--- src/logic/bmbs_map.vh ---
/*
  Constants for the block-move bus sequencer: cycle counts, program counter
  steps and the levels that the bus-status outputs take.
  Assumes it is included by bare name from the design files under logic/.
*/
`ifndef BMBS_MAP_VH
`define BMBS_MAP_VH

// Clock period in ns (125 MHz).
`define BMBS_CLK_PERIOD_NS 8

// Bus cycles per byte moved in emulation mode and in native mode.
`define BMBS_CYC_PER_BYTE_EMU 8'h07
`define BMBS_CYC_PER_BYTE_NAT 8'h05

// Distance from the block-move opcode to the next opcode.
`define BMBS_PC_STEP_EMU 16'h0003
`define BMBS_PC_STEP_NAT 16'h0001

// Operand offsets of the destination and source bank bytes.
`define BMBS_DST_BANK_OFFSET 16'h0001
`define BMBS_SRC_BANK_OFFSET 16'h0002

// Read level of the read/write line and idle level of the low-true outputs.
`define BMBS_RW_READ 1'b1
`define BMBS_RW_WRITE 1'b0
`define BMBS_INACTIVE_N 1'b1

// Reset values.
`define BMBS_RST_ADDR 24'h000000
`define BMBS_RST_BYTE 8'h00

`endif

--- src/logic/bmbs_index_step.v ---
/*
  Index stepper: adds or subtracts one from an index register value.
  Assumes a purely combinational use by the sequencer on the same clock.
*/
`timescale 1ns/100ps

module bmbs_index_step #(
  parameter W = 16
) (
  input wire [W-1:0] value_in,
  input wire descend_in,
  output wire [W-1:0] value_out
);

  // Ascending moves count up, descending moves count down; both wrap.
  assign value_out = descend_in ? (value_in - {{(W-1){1'b0}}, 1'b1}) :
                                  (value_in + {{(W-1){1'b0}}, 1'b1});

endmodule

--- src/logic/bmbs_sequencer.v ---
/*
  Bus-cycle sequencer for the block-move instructions of the processor.
  It runs the opcode and operand fetches, one read and one write per byte,
  two internal cycles per byte, steps the index registers and the byte count,
  and then fetches the next opcode.
  Assumes memory answers read data on data_in within the read cycle on the
  same clock; the abort pin is asynchronous and is synchronised here.
*/
`timescale 1ns/100ps
`include "bmbs_map.vh"

// How it works
// (RQ1) Fetch opcode at program bank and PC, then destination and source bank bytes.
// (RQ2) Per byte: read source, write destination, two idle cycles; seven cycles.
// (RQ3) X gives the source index, Y the destination, accumulator holds count minus one.
// (RQ4) Ascending move adds one to X and Y after every byte.
// (RQ5) Software picks the ascending move when destination starts below source.
// (RQ6) After the last byte fetch the next opcode at PC plus three.
// (RQ7) Native mode drops the two operand fetches: two bytes, two cycles fewer.
// (RQ8) Both address-valid outputs high only during opcode fetches.
// (RQ9) Read/write line stays at read while reset is applied.
// (RQ10) Abort is honoured only up to the read cycle; later it changes nothing.
// (RQ11) Descending move subtracts one from X and Y after every byte.
// (RQ12) Vector-pull and memory-lock stay high through every block-move cycle.
module bmbs_sequencer #(
  parameter IDX_W = 16
) (
  input wire clk_in,
  input wire reset_in,
  input wire start_in,
  input wire descend_in,
  input wire native_mode_in,
  input wire [7:0] program_bank_reg_in,
  input wire [15:0] pc_in,
  input wire [IDX_W-1:0] x_in,
  input wire [IDX_W-1:0] y_in,
  input wire [IDX_W-1:0] count_in,
  input wire [7:0] dest_bank_value_in,
  input wire [7:0] source_bank_value_in,
  input wire [7:0] data_in,
  input wire abort_n_in,
  output reg [23:0] addr_out,
  output reg [7:0] data_out,
  output reg data_oe_out,
  output reg read_write_out,
  output reg data_addr_valid_out,
  output reg program_addr_valid_out,
  output reg vector_pull_n_out,
  output reg memory_lock_n_out,
  output reg [IDX_W-1:0] x_out,
  output reg [IDX_W-1:0] y_out,
  output reg [IDX_W-1:0] count_out,
  output reg [7:0] data_bank_reg_out,
  output reg [15:0] pc_out,
  output reg busy_out,
  output reg done_out,
  output reg aborted_out
);

  // **********************************************************************
  // States
  // **********************************************************************
  localparam [3:0] S_IDLE = 4'h0;
  localparam [3:0] S_OPC = 4'h1;
  localparam [3:0] S_DST_BANK = 4'h2;
  localparam [3:0] S_SRC_BANK = 4'h3;
  localparam [3:0] S_READ = 4'h4;
  localparam [3:0] S_WRITE = 4'h5;
  localparam [3:0] S_IO1 = 4'h6;
  localparam [3:0] S_IO2 = 4'h7;
  localparam [3:0] S_NEXT = 4'h8;

  function [23:0] bank_addr;
    input [7:0] bank;
    input [15:0] offset;
    begin
      bank_addr = {bank, offset};
    end
  endfunction

  reg [3:0] state;
  reg [3:0] next_state;
  reg abort_meta;
  reg abort_sync_n;
  reg descend;
  reg native;
  reg [7:0] prog_bank;
  reg [15:0] pc;
  reg [7:0] src_bank;
  reg [7:0] dst_bank;
  reg [7:0] held_byte;
  reg [IDX_W-1:0] x_idx;
  reg [IDX_W-1:0] y_idx;
  reg [IDX_W-1:0] count;
  wire [7:0] src_bank_now;
  wire [IDX_W-1:0] x_stepped;
  wire [IDX_W-1:0] y_stepped;
  wire abort_req;
  wire last_byte;

  // **********************************************************************
  // Index stepping
  // **********************************************************************
  bmbs_index_step #(.W(IDX_W)) x_step (
    .value_in(x_idx),
    .descend_in(descend),
    .value_out(x_stepped)
  );

  bmbs_index_step #(.W(IDX_W)) y_step (
    .value_in(y_idx),
    .descend_in(descend),
    .value_out(y_stepped)
  );

  assign abort_req = ~abort_sync_n;
  assign last_byte = (count == {IDX_W{1'b0}});

  // **********************************************************************
  // Abort synchroniser
  // **********************************************************************
  always @(posedge clk_in) begin
    if (reset_in) begin
      abort_meta <= `BMBS_INACTIVE_N;
      abort_sync_n <= `BMBS_INACTIVE_N;
    end else begin
      abort_meta <= abort_n_in;
      abort_sync_n <= abort_meta;
    end
  end

  // **********************************************************************
  // Next state
  // **********************************************************************
  always @* begin
    next_state = state;
    case (state)
      S_IDLE: next_state = start_in ? S_OPC : S_IDLE;
      S_OPC: begin
        if (abort_req) begin
          next_state = S_IDLE; // [RQ10]
        end else if (native) begin
          next_state = S_READ; // [RQ7]
        end else begin
          next_state = S_DST_BANK; // [RQ1]
        end
      end
      S_DST_BANK: next_state = abort_req ? S_IDLE : S_SRC_BANK; // [RQ1] [RQ10]
      S_SRC_BANK: next_state = abort_req ? S_IDLE : S_READ; // [RQ10]
      // The read cycle is the last one that an abort may cancel.
      S_READ: next_state = abort_req ? S_IDLE : S_WRITE; // [RQ10]
      S_WRITE: next_state = S_IO1; // [RQ2]
      S_IO1: next_state = S_IO2; // [RQ2]
      S_IO2: next_state = last_byte ? S_NEXT : S_OPC; // [RQ6]
      S_NEXT: next_state = S_IDLE;
      default: next_state = S_IDLE;
    endcase
  end

  assign src_bank_now = (state == S_SRC_BANK) ? data_in : src_bank;

  // **********************************************************************
  // Working registers
  // **********************************************************************
  always @(posedge clk_in) begin
    if (reset_in) begin
      state <= S_IDLE;
      descend <= 1'b0;
      native <= 1'b0;
      prog_bank <= 8'h00;
      pc <= 16'h0000;
      src_bank <= `BMBS_RST_BYTE;
      dst_bank <= `BMBS_RST_BYTE;
      held_byte <= `BMBS_RST_BYTE;
      x_idx <= {IDX_W{1'b0}};
      y_idx <= {IDX_W{1'b0}};
      count <= {IDX_W{1'b0}};
    end else begin
      state <= next_state;
      if (state == S_IDLE && start_in) begin
        descend <= descend_in;
        native <= native_mode_in;
        prog_bank <= program_bank_reg_in;
        pc <= pc_in;
        x_idx <= x_in; // [RQ3]
        y_idx <= y_in; // [RQ3]
        count <= count_in; // [RQ3]
        src_bank <= source_bank_value_in;
        dst_bank <= dest_bank_value_in;
      end
      if (state == S_DST_BANK)
        dst_bank <= data_in; // [RQ1]
      if (state == S_SRC_BANK)
        src_bank <= data_in; // [RQ1]
      if (state == S_READ)
        held_byte <= data_in; // [RQ2]
      if (state == S_IO2) begin
        x_idx <= x_stepped; // [RQ4] [RQ11]
        y_idx <= y_stepped; // [RQ4] [RQ11]
        count <= count - {{(IDX_W-1){1'b0}}, 1'b1};
      end
    end
  end

  // **********************************************************************
  // Bus outputs, registered from the state being entered
  // **********************************************************************
  always @(posedge clk_in) begin
    if (reset_in) begin
      addr_out <= `BMBS_RST_ADDR;
      data_out <= `BMBS_RST_BYTE;
      data_oe_out <= 1'b0;
      read_write_out <= `BMBS_RW_READ; // [RQ9]
      data_addr_valid_out <= 1'b0;
      program_addr_valid_out <= 1'b0;
      vector_pull_n_out <= `BMBS_INACTIVE_N;
      memory_lock_n_out <= `BMBS_INACTIVE_N;
      busy_out <= 1'b0;
    end else begin
      vector_pull_n_out <= `BMBS_INACTIVE_N; // [RQ12]
      memory_lock_n_out <= `BMBS_INACTIVE_N; // [RQ12]
      data_out <= held_byte;
      data_oe_out <= 1'b0;
      read_write_out <= `BMBS_RW_READ;
      data_addr_valid_out <= 1'b0;
      program_addr_valid_out <= 1'b0;
      busy_out <= (next_state != S_IDLE);
      case (next_state)
        S_OPC: begin
          // On a fresh start the bank and counter registers load at this same edge.
          addr_out <= (state == S_IDLE) ? bank_addr(program_bank_reg_in, pc_in) :
                                          bank_addr(prog_bank, pc); // [RQ1]
          data_addr_valid_out <= 1'b1; // [RQ8]
          program_addr_valid_out <= 1'b1; // [RQ8]
        end
        S_DST_BANK: begin
          addr_out <= bank_addr(prog_bank, pc + `BMBS_DST_BANK_OFFSET); // [RQ1]
          program_addr_valid_out <= 1'b1; // [RQ1]
        end
        S_SRC_BANK: begin
          addr_out <= bank_addr(prog_bank, pc + `BMBS_SRC_BANK_OFFSET); // [RQ1]
          program_addr_valid_out <= 1'b1; // [RQ1]
        end
        S_READ: begin
          addr_out <= bank_addr(src_bank_now, x_idx[15:0]); // [RQ2] [RQ3]
          data_addr_valid_out <= 1'b1;
        end
        S_WRITE: begin
          addr_out <= bank_addr(dst_bank, y_idx[15:0]); // [RQ2] [RQ3]
          data_addr_valid_out <= 1'b1;
          read_write_out <= `BMBS_RW_WRITE;
          data_oe_out <= 1'b1;
          data_out <= data_in;
        end
        S_IO1, S_IO2: addr_out <= bank_addr(dst_bank, y_idx[15:0]); // [RQ2]
        S_NEXT: begin
          addr_out <= bank_addr(prog_bank, pc + (native ? `BMBS_PC_STEP_NAT :
                                                 `BMBS_PC_STEP_EMU)); // [RQ6] [RQ7]
          data_addr_valid_out <= 1'b1; // [RQ8]
          program_addr_valid_out <= 1'b1; // [RQ8]
        end
        default: addr_out <= addr_out;
      endcase
    end
  end

  // **********************************************************************
  // Architectural results and completion
  // **********************************************************************
  always @(posedge clk_in) begin
    if (reset_in) begin
      x_out <= {IDX_W{1'b0}};
      y_out <= {IDX_W{1'b0}};
      count_out <= {IDX_W{1'b0}};
      data_bank_reg_out <= 8'h00;
      pc_out <= 16'h0000;
      done_out <= 1'b0;
      aborted_out <= 1'b0;
    end else begin
      done_out <= (state == S_NEXT);
      aborted_out <= (next_state == S_IDLE) && abort_req &&
                     (state == S_OPC || state == S_DST_BANK || state == S_SRC_BANK ||
                      state == S_READ); // [RQ10]
      if (state == S_IO2) begin
        // Past the read cycle an abort no longer holds these back.
        x_out <= x_stepped; // [RQ4] [RQ11]
        y_out <= y_stepped; // [RQ4] [RQ11]
        count_out <= count - {{(IDX_W-1){1'b0}}, 1'b1};
        data_bank_reg_out <= dst_bank; // [RQ10]
        pc_out <= last_byte ? pc + (native ? `BMBS_PC_STEP_NAT : `BMBS_PC_STEP_EMU) : pc; // [RQ6]
      end
    end
  end

endmodule

--- config.mk ---
export PLATFORM = sky130hd
export DESIGN_NAME = bmbs_sequencer
export DESIGN_NICKNAME = d
export VERILOG_FILES = /design/src/logic/bmbs_index_step.v /design/src/logic/bmbs_sequencer.v
export VERILOG_INCLUDE_DIRS = /design/src /design/src/logic
export SDC_FILE = /design/constraint.sdc
export NUM_CORES = 1
export LEC_CHECK = 0
export BUFFER_PORTS_ARGS = -buffer_cell sky130_fd_sc_hd__buf_2
export CAP_MARGIN = 15
export CORE_MARGIN = 5
export CORE_UTILIZATION = 55
export CTS_CLUSTER_DIAMETER = 100
export DETAILED_ROUTE_END_ITERATION = 8
export GPL_TIMING_DRIVEN = 0
export PLACE_DENSITY_LB_ADDON = 0.05
export SYNTH_ARGS = -nofsm -noshare
export SYNTH_HDL_FRONTEND = slang
export SYNTH_HIERARCHICAL = 1
export SYNTH_SLANG_ARGS = --single-unit
--- constraint.sdc ---
create_clock -name clk_in -period 5.3 [get_ports clk_in]
set_input_delay 1.06 -clock clk_in [delete_from_list [all_inputs] [get_ports clk_in]]
set_output_delay 1.06 -clock clk_in [all_outputs]
set_load 0.03 [all_outputs]
Word level (Yosys, flattened, before mapping)
Cells that the tools add are included.

storage, ports and cells
  flip-flop bits (word level) = 215
  input bits = 102
  output and inout bits = 113
  logic and storage cells = 99

operators by class
  $add $sub $neg = 8
  equal/unequal tests = 16
  multiplexer cells = 30
  bitwise logic cells = 1
  reduce and logical (&&, ||, !) cells = 17

operators with widths
  cell                                                  number
  2-to-1 mux 16 bit                                     9
  one-hot mux 24 bit (6 select lines)                   1
  adder 16 x 1 -> 16 bit (second input constant)        3
  2-to-1 mux 8 bit                                      6
  subtractor 16 x 1 -> 16 bit (second input constant)   3
  equality test 4 x 3 -> 1 bit (second input constant)  8
  one-hot mux 4 bit (8 select lines)                    1
  2-to-1 mux 24 bit                                     1
  adder 16 x 2 -> 16 bit                                1
  adder 16 x 2 -> 16 bit (second input constant)        1
  equality test 4 x 2 -> 1 bit (second input constant)  4
  logical NOT 16 bit                                    1
  2-to-1 mux 3 bit                                      4
  equality test 4 x 1 -> 1 bit (second input constant)  2
  equality test 4 bit (second input constant)           2
  logical NOT 4 bit                                     2
  OR reduction 4 bit                                    2
  nonzero test 2 bit                                    3
  nonzero test 6 bit                                    1
  2-to-1 mux 1 bit                                      5
  2-to-1 mux 2 bit                                      2
  2-to-1 mux 4 bit                                      1
  nonzero test 4 bit                                    1
  logical AND 1 bit                                     3
  other kinds (3)                                       5

Longest topological paths before layout
Gate-level depths: netlist of run 1.

  depth in word-level cells = 6
  mapped depth = 11
  mapped depth without buffers = 8

By module
Netlist of run 1, hierarchy kept.

modules (own cells, without submodules)
  module           instances  cells an instance  area an instance (µm²)  seq. area each (µm²)
  bmbs_sequencer   1          1313               10259.8                 4304.1
  bmbs_index_step  2          101                737.0                   0.0

Worst setup path after synthesis of run 1
Ideal clock, no wire load.

  kind = reg-to-reg
  from = register descend
  to = register x_idx[12]
  data arrival time = 2.716 ns
  required time = 5.209 ns
  path slack = 2.493 ns
  cell stages (with the launch flop) = 9
  buffers on the path = 0
  period minus slack after synthesis = 2.807 ns
  cell sequence = dfxtp_1 > ha_1 > a21o_1 > a311oi_2 > nor3_1 > o41ai_2 > xnor2_1 > nor2_1 > a311oi_1

on the way
  longest elaborated chain between the ends = 2

RTL lines
  item                     RTL line              source
  start, declared          bmbs_sequencer.v:85   reg descend;
  start signal, assigned   bmbs_sequencer.v:181  descend <= descend_in;
  2-to-1 mux 16 bit        bmbs_index_step.v:16  assign value_out = descend_in ? (value_in - {{(W-1){1'b0}}, 1'b1}) :
  named net x_stepped[12]  bmbs_sequencer.v:96   wire [IDX_W-1:0] x_stepped;
  2-to-1 mux 16 bit        bmbs_sequencer.v:197  if (state == S_IO2) begin
  end signal, assigned     bmbs_sequencer.v:175  x_idx <= {IDX_W{1'b0}};
  end signal, assigned     bmbs_sequencer.v:185  x_idx <= x_in;
  end signal, assigned     bmbs_sequencer.v:198  x_idx <= x_stepped;
  end, declared            bmbs_sequencer.v:92   reg [IDX_W-1:0] x_idx;

The timed path passes the listed nets, and every way through them passes these cells.
A chain may end at the register's enable or synchronous reset.

Worst setup path after layout of run 1
  from = register state[0]
  to = register addr_out[10]

on the way
  longest elaborated chain between the ends = 5
  elaborated cells on any way between the ends = 21
  those cells by class = eq/ne: 15; mux: 3; reduce/logical: 3

RTL lines
  item                                                                       RTL line              source
  start, declared                                                            bmbs_sequencer.v:81   reg [3:0] state;
  start signal, assigned                                                     bmbs_sequencer.v:179  state <= next_state;
  equality test 4 x 3 -> 1 bit, or another cell as far along                 bmbs_sequencer.v:137  case (state)
  one-hot mux 4 bit (8 select lines)                                         bmbs_sequencer.v:137
  equality test 4 x 3 -> 1 bit, on equally long branches                     --
  OR reduction 3 bit (no line)                                               --
  one-hot mux 24 bit (6 select lines) or nonzero test 6 bit (tied branches)  --
  end signal, assigned                                                       bmbs_sequencer.v:231  addr_out <= (state == S_IDLE) ? bank_addr(program_bank_reg_in, pc_in) :
  end signal, assigned                                                       bmbs_sequencer.v:237  addr_out <= bank_addr(prog_bank, pc + `BMBS_DST_BANK_OFFSET);
  end signal, assigned                                                       bmbs_sequencer.v:241  addr_out <= bank_addr(prog_bank, pc + `BMBS_SRC_BANK_OFFSET);
  end, declared                                                              bmbs_sequencer.v:42   output reg [23:0] addr_out,

Parallel ways exist; a longest one is shown, timed or not.

==> results of run 1 <==
[worst paths after layout]
kind,to,cells past startpoint
worst max-delay path,addr_out[10],9
worst min-delay path,abort_sync_n,1
worst max register to register,addr_out[10],9
worst min register to register,abort_sync_n,1
[power breakdown]
group          internal (mW)  switching [mW]  leakage [nW]  total (mW)
clock network           1.13           0.687         0.422        1.81
logic                  0.365           0.694          3.46        1.06
registers               1.72           0.108          1.75        1.83
[registers in the layout (all words and copies together), names as in the netlist, 16 cells and up]
register   flops
addr_out      24
x_out         16
y_idx         16
count_out     16
pc            16
count         16
pc_out        16
y_out         16
x_idx         16
[metrics by stage]
step | std cells | area [sq um] | total power [mW] | utilization
floorplan | 1516 | 11700 | 2.54 | -
global placement | 2002 | 13100 | 2.86 | 0.625
detailed placement | 2003 | 13200 | 2.88 | 0.626
CTS | 2045 | 14000 | 4.69 | 0.667
global route | 2046 | 14000 | 4.86 | 0.667
finish | 2047 | 14000 | 4.70 | 0.667
[logic make-up (layout without fill, tap and decap cells)]
family	after synthesis	in the layout	synth area share
XOR/XNOR	72	72	0.0537
flip-flops	215	215	0.367
AND/OR/NAND/NOR	589	589	0.213
multiplexers	34	34	0.0300
adder cells (fa/ha/maj)	35	35	0.0392
buffers and inverters	144	398	0.0501
AO/OA/AOI/OAI	425	425	0.246
other	1	4	0.000320
[cells in the final DEF (no fill, tap or decap), drive strengths merged, types with 10 or more instances in the layout]
master  netlist  layout
a211oi       30      30
a21oi       143     143
a222oi       25      25
a311oi       59      59
a31oi        14      14
buf          28     240
clkbuf       97     125
dfxtp       215     215
ha           32      32
inv          17      17
mux2i        25      25
nand2       305     305
nand3        32      32
nor2        160     160
nor3         26      26
nor4         10      10
o211ai       26      26
o21ai        71      71
or2          11      11
xnor2        47      47
xor2         25      25
[layout make-up]
cell class,count,area [sq um]
antenna,2,5.00
buffer,125,517
clock buffer,28,657
clock inverter,14,204
fill,1874,6990
inverter,19,71.3
multi-input combinational,1157,6850
sequential,215,4300
tap,275,344
timing repair buffer,212,1080
[per-layer routing]
layer	part of all wire	vias up	track usage
met5	0	-	0
met4	0.051	0	0.163
met3	0.098	126	0.0569
met2	0.46	674	0.535
met1	0.39	5860	0.434
li1	-	5891	-
==> metrics.md, run 1 <==
| Metric | Value |
|---|---|
| Gpl congestion | 1.04 |
| Slowest CP cell | nor3_1 |
| H-tree depth | 1 |
| Die height | 156 microns |
| Hold_ws | 0.428 ns |
| Die X-Extent | 156 microns |
| Setup CP Type | flip-flop to flip-flop |
| Max_cap viols | 0 |
| Vias per cell | 6.13 |
| Post-layout min period | 3.29 ns |
| Main synth FF type | dfxtp_1 |
| Total gr overflow | 0 |
| Hold Fails Final Rpt | 0 |
| CTS Root Cell | clkbuf_16 |
| Clock skew | 0.0156 ns |
| Setup TNS | 0 ns |
| Nets | between 1500 and 2000 |
| Worst-Margin Slew | roughly 1.1 ns |
| Count leader, synth | nand2_1 |
| Worst min path class | flip-flop to flip-flop |
| Initial antenna violation count | 1 |
| Critical path arrival | 3.66 ns |
| Std cell rows | 53 |
| First-pass DRT Iterations | 8 |
| CTS tree | done |
| Ys Warns | 6 |
| Vias in the first global route | 11800 |
| Post-DRT Antenna Nets | 0 |
| Final Max Slew Viols | 0 |
| Mean post-synth cell area | 7.75 sq um |
| Synth top area cells | dfxtp_1 (37%), nand2_1 (9.7%), a21oi_1 (6.1%) |
| Post-synth ARST share | 0 |
| Synth cell count leaders | nand2_1 (304), dfxtp_1 (215), nor2_1 (159) |
| Crit start category | flip-flop |
| Final setup violation count | 0 |
| RSZ-0062 raised after global routing | no |
| Worst path buffer plus inverter count | 4 |
| HP Start | abort_meta |
| Clock transition at path regs | approximately 0.06 ns |
| Clock buffers created by TritonCTS | 24 |
| FF-to-FF Start | state[0] |
| CP peak stage delay | 0.86 ns |
| Initial core utilization | 0.558 |
| Final HPWL DP | 32300 microns |
| DR vias | 12600 |
| Critical-path cell list | clkbuf_1 > nand4b_1 > clkbuf_1 > nor3_1 > a21oi_1 > buf_2 > buf_1 > o211ai_1 > a31oi_1 |
| LEAKAGE | 5.63 nW |
| Worst endpoint required time | 5.67 ns |
| Worst setup path startpoint | state[0] |
| Setup bufs post-CTS | 0 |
| Sequential fraction of the synthesis area | 0.367 |
| Highest clock rate | 304 MHz |
| Post_cts resized | 0 |
| Largest net degree at the start of global routing | 19 |
| Initial DRC count | 1266 |
| Wirelength per Cell | 20.9 microns |
| GRT Total Usage | 0.333 |
| Peak supply drop | 0.000276 V |
| Clock Sinks | approximately 220 |
| Clk_lat worst skew | 0.53 ns |
| Outcome | complete, no violations |
| Syn Inst Count | 1515 |
| IO Port Bufs | 211 |
| Share of layout cells above drive strength 1 | 0.178 |
| Pwr per Cell Area | around 340 mW/mm^2 |
| First-pass GRT wire length | 64400 microns |
| # hold bufs at CTS | 0 |
| Die footprint | 0.0244 sq mm |
| Flops & latches, synth | between 200 and 250 |
| Number of synthesized flops with an enable pin | 0 |
| Mapped cell area | 0.0117 sq mm |
| Setup WS post-layout | 2.01 ns |
| Area growth from synthesis to layout | 19.6% |
| Area share of the largest cell type after synthesis | 0.367 |
| Core area | 0.0210 sq mm |
| Max transition margin | 0.258 |
| R2R setup slack | 2.01 ns |
| CP Max Fanout | 10 |
| DRC violations left | 0 |
| Top delay family on crit path | buffers and inverters |
| Leading area contributor after synthesis | dfxtp_1 |
| Synth unique cells | 78 |
| Clock buffer depth | 3 |
| I/O pins | 215 |
| Final cycle utilization of the critical path | 0.621 |
| Crit end category | flip-flop |
| Cell mode on critical path | clkbuf_1 |
| Pre-CTS WS | 2.18 ns |
| Final wirelength | 42800 microns |
No activity file was read; power rests on OpenSTA's default activity.
==> run 2: changes to the inputs <==
ABC_AREA = 1   (was default)
CORE_UTILIZATION = 51   (was 55)
clock period = 2.95 ns   (was 5.3 ns; I/O delays follow)
==> metrics.md, run 2 <==
| Metric | Value |
|---|---|
| Gpl congestion | about 0.97 |
| Cell mode on critical path | nand2_1 |
| Synth unique cells | 43 |
| Clock buffers created by TritonCTS | 25 |
| Outcome | complete, no violations |
| Mean post-synth cell area | roughly 6.5 sq um |
| Worst-Margin Slew | 0.867 ns |
| Share of layout cells above drive strength 1 | 0.167 |
| Pwr per Cell Area | roughly 750 mW/mm^2 |
| Post-synth ARST share | 0 |
| Core area | 0.0233 sq mm |
| Crit start category | flip-flop |
| Synth cell count leaders | nand2_1 (553), dfxtp_1 (215), inv_1 (172) |
| Clock transition at path regs | approximately 0.06 ns |
| LEAKAGE | between 7 and 8 nW |
| Critical-path cell list | inv_1 > fa_1 > nor2_1 > nand2_1 > nor2_1 > nand2_1 > nand3_1 > nand2_1 > nor2_1 > nand2_1 > nand2_1 > a21oi_1 |
| RSZ-0062 raised after global routing | no |
| # hold bufs at CTS | 0 |
| Initial antenna violation count | 0 |
| I/O pins | between 200 and 250 |
| Area share of the largest cell type after synthesis | 0.357 |
| CTS tree | done |
| Post_cts resized | 0 |
| Post-DRT Antenna Nets | 0 |
| P_int | 6.64 mW |
| Top delay family on crit path | simple AND/OR/NAND/NOR gates |
| Multiplexer share of the synthesized area | 0.000935 |
| Die X-Extent | 164 microns |
| ANT cells | 0 |
| Syn Inst Count | 1850 |
| Ys Warns | 6 |
| Final cycle utilization of the critical path | 0.938 |
| Worst endpoint required time | 3.34 ns |
| Final HPWL DP | roughly 33000 microns |
| Psw | approximately 4.1 mW |
| CP Max Fanout | 8 |
| Main synth FF type | dfxtp_1 |
| Clock buffer depth | 3 |
| Sequential Power Share | 0.344 |
| Clk_lat worst skew | 0.53 ns |
| GRT Total Usage | 0.302 |
| Fin area | ~0.014 sq mm |
| Post-layout min period | roughly 2.8 ns |
| First-pass GRT wire length | approximately 65000 microns |
| Post-layout total power | 10.8 mW |
| Vias per cell | 5.39 |
| Die footprint | 0.0268 sq mm |
| Largest family of logic cells by synthesized area | simple AND/OR/NAND/NOR gates |
| DRC violations left | 0 |
| Clock power frac | 0.320 |
| Clock skew | 0.0124 ns |
| Hold_ws | 0.275 ns |
| Setup CP Type | flip-flop to flip-flop |
| Hold Fails Final Rpt | 0 |
| Post-Synth Simple-Gate Area | 0.321 |
| Switching fraction of total power | 0.385 |
| Setup bufs post-CTS | 0 |
| Post-synthesis xor/xnor area fraction | 0.0211 |
| Area fraction in compound gates after synthesis | 0.171 |
| Dpl cell area | 0.0135 sq mm |
| First-pass DRT Iterations | 6 |
| Initial core utilization | 0.516 |
| Final wirelength | 42000 microns |
| Crit end category | flip-flop |
| Max_cap viols | 0 |
| Commonest non-fill, non-tap cell in the layout | nand2_1 |
| Number of synthesized flops with an enable pin | 0 |
| Synth top area cells | dfxtp_1 (36%), nand2_1 (17%), a21oi_1 (6.2%) |
| Flops & latches, synth | between 200 and 250 |
| Worst min path class | input pin to flip-flop |
| Mapped cell area | 0.0120 sq mm |
| Highest clock rate | 361 MHz |
| Std cell rows | between 50 and 60 |
| Peak supply drop | 0.000454 V |
| Max reg flops | 24 |
| Critical path arrival | 3.15 ns |
| Die height | 164 microns |
| Initial DRC count | 1286 |
| Combinational power share | 0.336 |
| Largest net degree at the start of global routing | 34 |
| Post-synthesis adder-cell area fraction | 0.0382 |
| Biggest register | addr_out |
| CTS Root Cell | clkbuf_16 |
| Vias in the first global route | 12000 |
| Nets | around 2200 |
| Core Util, Final | 0.619 |
| Final setup violation count | 0 |
| Worst path buffer plus inverter count | 1 |
| CP peak stage delay | a little over 0.5 ns |
| Sequential fraction of the synthesis area | 0.357 |
| DR vias | 13100 |
| Area growth from synthesis to layout | 19.8% |
| Leading area contributor after synthesis | dfxtp_1 |
| Final Max Slew Viols | 0 |
| Slowest CP cell | dfxtp_1 |
| Count leader, synth | nand2_1 |
| IO Port Bufs | between 200 and 250 |
| Total gr overflow | 0 |
| Wirelength per Cell | 17.3 microns |
| Commonest cells after routing, fill and taps aside | nand2_1 (553), buf_2 (231), dfxtp_1 (214) |
| H-tree depth | 1 |
| Max transition margin | 0.422 |
| Clock Sinks | ~220 |
run 2: layout make-up:
class / count / area [sq um]
fillers: 2371 / 8900
multi-input cells: 1361 / 6660
flip-flops and latches: 215 / 4310
repair buffers: 211 / 1060
clock buffers: 34 / 729
inverters: 188 / 708
well taps: 319 / 399
plain buffers: 87 / 378
clock inverters: 12 / 198
run 2: final timing paths:
check	start	end	slack (ns)	depth (start not counted)
setup / recovery	pc[0]	addr_out[14]	0.18	12
hold / removal	abort_n_in	abort_meta	0.28	2
setup reg to reg	pc[0]	addr_out[14]	0.18	12
hold reg to reg	abort_meta	abort_sync_n	0.43	1
run 2: stage by stage:
| stage | setup TNS (ns) | setup WS (ns) | instances |
|---|---|---|---|
| after CTS | 0 | 0.286 | 2427 |
| after global placement | -0.0677 | -0.0412 | 2381 |
| after floorplan | 0 | 0.659 | 1851 |
| after global routing | 0 | 0.108 | 2427 |
| after detailed placement | 0 | 0.301 | 2381 |
| final | 0 | 0.182 | 2427 |
run 2: layer usage:
metal | part of all wire | vias up | GRT usage
met5 | 0 | - | 0
met4 | 0.029 | 0 | 0.0904
li1 | - | 6488 | -
met1 | 0.45 | 5962 | 0.435
met2 | 0.44 | 555 | 0.473
met3 | 0.079 | 81 | 0.0394
run 2: power groups by stage:
stage	logic, mW	clock network, mW	registers (mW)
3_3_place_gp	3.52	0	3.75
3_5_place_dp	3.56	0	3.75
2_1_floorplan	2.24	0	3.96
6_report	3.62	3.46	3.71
4_1_cts	3.58	3.48	3.70
5_1_grt	4.00	3.63	3.75
run 2: logic make-up after synthesis:
kind of cell | after synthesis
flops | 215
compound gates | 380
mux | 1
xor+xnor | 29
fa+ha+maj | 35
simple gates | 914
buf+inv | 275
other cells | 1
run 2: worst register-to-register path: cells and delay by family (launching register included):
kind                       cells  cell delay (ns)
AOI/OAI and AO/OA              1             0.05
adders and majority gates      1             0.48
buffers and inverters          1             0.24
DFF                            1             0.51
and+or+nand+nor                9             1.35
==> run 3: changes to the inputs <==
CELL_PAD_IN_SITES_DETAIL_PLACEMENT = 1   (was default)
CELL_PAD_IN_SITES_GLOBAL_PLACEMENT = 1   (was default)
CORE_UTILIZATION = 36   (was 51)
==> metrics.md, run 3 (same netlist as run 2, synthesis figures left out) <==
| Metric | Value |
|---|---|
| FF-to-FF Start | pc[0] |
| Final HPWL DP | slightly below 40000 microns |
| Gpl congestion | 0.927 |
| CTS Root Cell | clkbuf_16 |
| Cell mode on critical path | nand2_1 |
| Std cell rows | 67 |
| Final non-filler cell total | approximately 2600 |
| GRT Total Usage | 0.258 |
| Clock Sinks | 215 |
| Filler instances | 4492 |
| Setup WS post-layout | 0.276 ns |
| LEAKAGE | roughly 7 nW |
| Clock buffer depth | 3 |
| Pre-CTS WS | 0.217 ns |
| Clock skew | approximately 0.011 ns |
| Post-layout min period | 2.67 ns |
| Worst-case reg-to-reg path depth | 12 |
| Setup CP Type | flip-flop to flip-flop |
| H-tree depth | 1 |
| Dpl cells | 2510 |
| Commonest cells after routing, fill and taps aside | nand2_1 (553), buf_2 (231), dfxtp_1 (214) |
| Crit end category | flip-flop |
| CP Max Fanout | 8 |
| CP peak stage delay | 0.52 ns |
| Nets | ~2200 |
| Clock transition at path regs | 0.06 ns |
| Share of layout cells above drive strength 1 | 0.165 |
| Largest net degree at the start of global routing | 34 |
| Peak supply drop | 0.000451 V |
| Initial DRC count | 649 |
| Final setup violation count | 0 |
| Area growth from synthesis to layout | 20.8% |
| ANT cells | 0 |
| Highest clock rate | around 370 MHz |
| Hold_ws | between 0.2 and 0.3 ns |
| First-pass DRT Iterations | 5 |
| Vias in the first global route | ~13000 |
| DRC violations left | 0 |
| First-pass GRT wire length | 75600 microns |
| Slowest CP cell | dfxtp_1 |
| Wirelength per Cell | 19.3 microns |
| Final wirelength | 49200 microns |
| Outcome | complete, no violations |
| Hold Fails Final Rpt | 0 |
| Initial antenna violation count | 1 |
| Max_cap viols | 0 |
| Die footprint | about 0.037 sq mm |
| Clk_lat worst skew | between 0.5 and 0.6 ns |
| DR vias | 13100 |
| Worst-Margin Slew | 0.936 ns |
| Die X-Extent | 193 microns |
| Pwr per Cell Area | 745 mW/mm^2 |
| Sink of the worst hold path | abort_meta |
| Critical-path cell list | inv_1 > fa_1 > nor2_2 > nand2_1 > nor2_1 > nand2_1 > nand3_1 > nand2_1 > nor2_1 > nand2_1 > nand2_1 > a21oi_1 |
| Die height | 193 microns |
| Worst path buffer plus inverter count | 1 |
| Core Util, Final | 0.437 |
| Crit start category | flip-flop |
| Total gr overflow | 0 |
| Core area | between 0.03 and 0.04 sq mm |
| FF-to-FF End | addr_out[14] |
| Biggest register | addr_out |
| HP Start | abort_n_in |
| CTS tree | done |
| I/O pins | 215 |
| Register Area | 0.00431 sq mm |
| Area of the multi-input gates | roughly 0.0067 sq mm |
| Max reg flops | 24 |
| Critical path arrival | 3.07 ns |
| Initial core utilization | 0.362 |
| Worst endpoint required time | 3.34 ns |
| Hold path depth | 2 |
| IO Port Bufs | between 200 and 250 |
| Post-DRT Antenna Nets | 0 |
| Fin area | 0.0146 sq mm |
| Dpl cell area | 0.0137 sq mm |
| RSZ-0062 raised after global routing | no |
| Worst min path class | input pin to flip-flop |
| Top delay family on crit path | simple AND/OR/NAND/NOR gates |
| Final Max Slew Viols | 0 |
| R2R setup slack | 0.28 ns |
| Final cycle utilization of the critical path | 0.907 |
| Commonest non-fill, non-tap cell in the layout | nand2_1 |
| Max transition margin | 0.376 |
| Setup bufs post-CTS | 0 |
| Clock buffers created by TritonCTS | 26 |
| Vias per cell | 5.13 |
[run 3: changes by cell type in the layout (fill, tap and decap cells not counted), sizes merged]
| cell | previous run | this run |
|---|---|---|
| clkinvlp | 2 | 0 |
| bufinv | 5 | 4 |
| clkbuf | 94 | 95 |
| clkinv | 5 | 6 |
| inv | 188 | 187 |
[run 3: how the worst max path moves through the flow]
stage | startpoint | end | slack [ns] | cells past startpoint
detailed placement | pc[0] | addr_out[14] | 0.22 | 12
floorplan | descend | x_idx[8] | 0.66 | 8
finish | pc[0] | addr_out[14] | 0.28 | 12
global route | pc[0] | addr_out[14] | 0.11 | 12
global placement | descend | y_out[15] | -0.07 | 11
CTS | pc[0] | addr_out[14] | 0.19 | 12
[run 3: routing by layer]
| layer | track usage | wire [microns] |
|---|---|---|
| met5 | 0 | 0 |
| met4 | 0.0632 | 1100 |
| met3 | 0.0322 | 2630 |
| met2 | 0.427 | 22500 |
| met1 | 0.359 | 23000 |
[run 3: worst reg2reg max path: stages, from the launching register on]
cell	delay (ns)
dfxtp_1	0.52
inv_1	0.23
fa_1	0.49
nor2_2	0.28
nand2_1	0.16
nor2_1	0.12
nand2_1	0.06
nand3_1	0.13
nand2_1	0.07
nor2_1	0.23
nand2_1	0.11
nand2_1	0.07
a21oi_1	0.05
[run 3: report_power, final]
part | internal (mW) | switching (mW) | leakage [nW]
logic | 1.15 | 2.58 | 4.84
registers | 3.32 | 0.410 | 1.76
clock network | 2.06 | 1.31 | 0.434
total | 6.53 | 4.31 | 7.03
[run 3: layout make-up]
class / count / share of cell area
clock inverter: 9 / 0.0107
buffer: 87 / 0.0260
tap: 448 / 0.0385
clock buffer: 35 / 0.0498
multi-input combinational: 1361 / 0.458
timing repair buffer: 211 / 0.0726
sequential: 215 / 0.296
inverter: 188 / 0.0487
[run 3: what timing repair did]
| item | 4_1_cts | 5_1_grt |
|---|---|---|
| resized for setup | 0 | 1 |
| hold buffers | 0 | 0 |
| endpoints found under the setup margin | 0 | 1 |
[run 3: metrics by stage]
| step | power, mW | TNS, ns |
|---|---|---|
| 6_report | 10.8 | 0 |
| 3_5_place_dp | 7.50 | 0 |
| 4_1_cts | 10.9 | 0 |
| 2_1_floorplan | 6.20 | 0 |
| 5_1_grt | 11.5 | 0 |
| 3_3_place_gp | 7.42 | -0.141 |
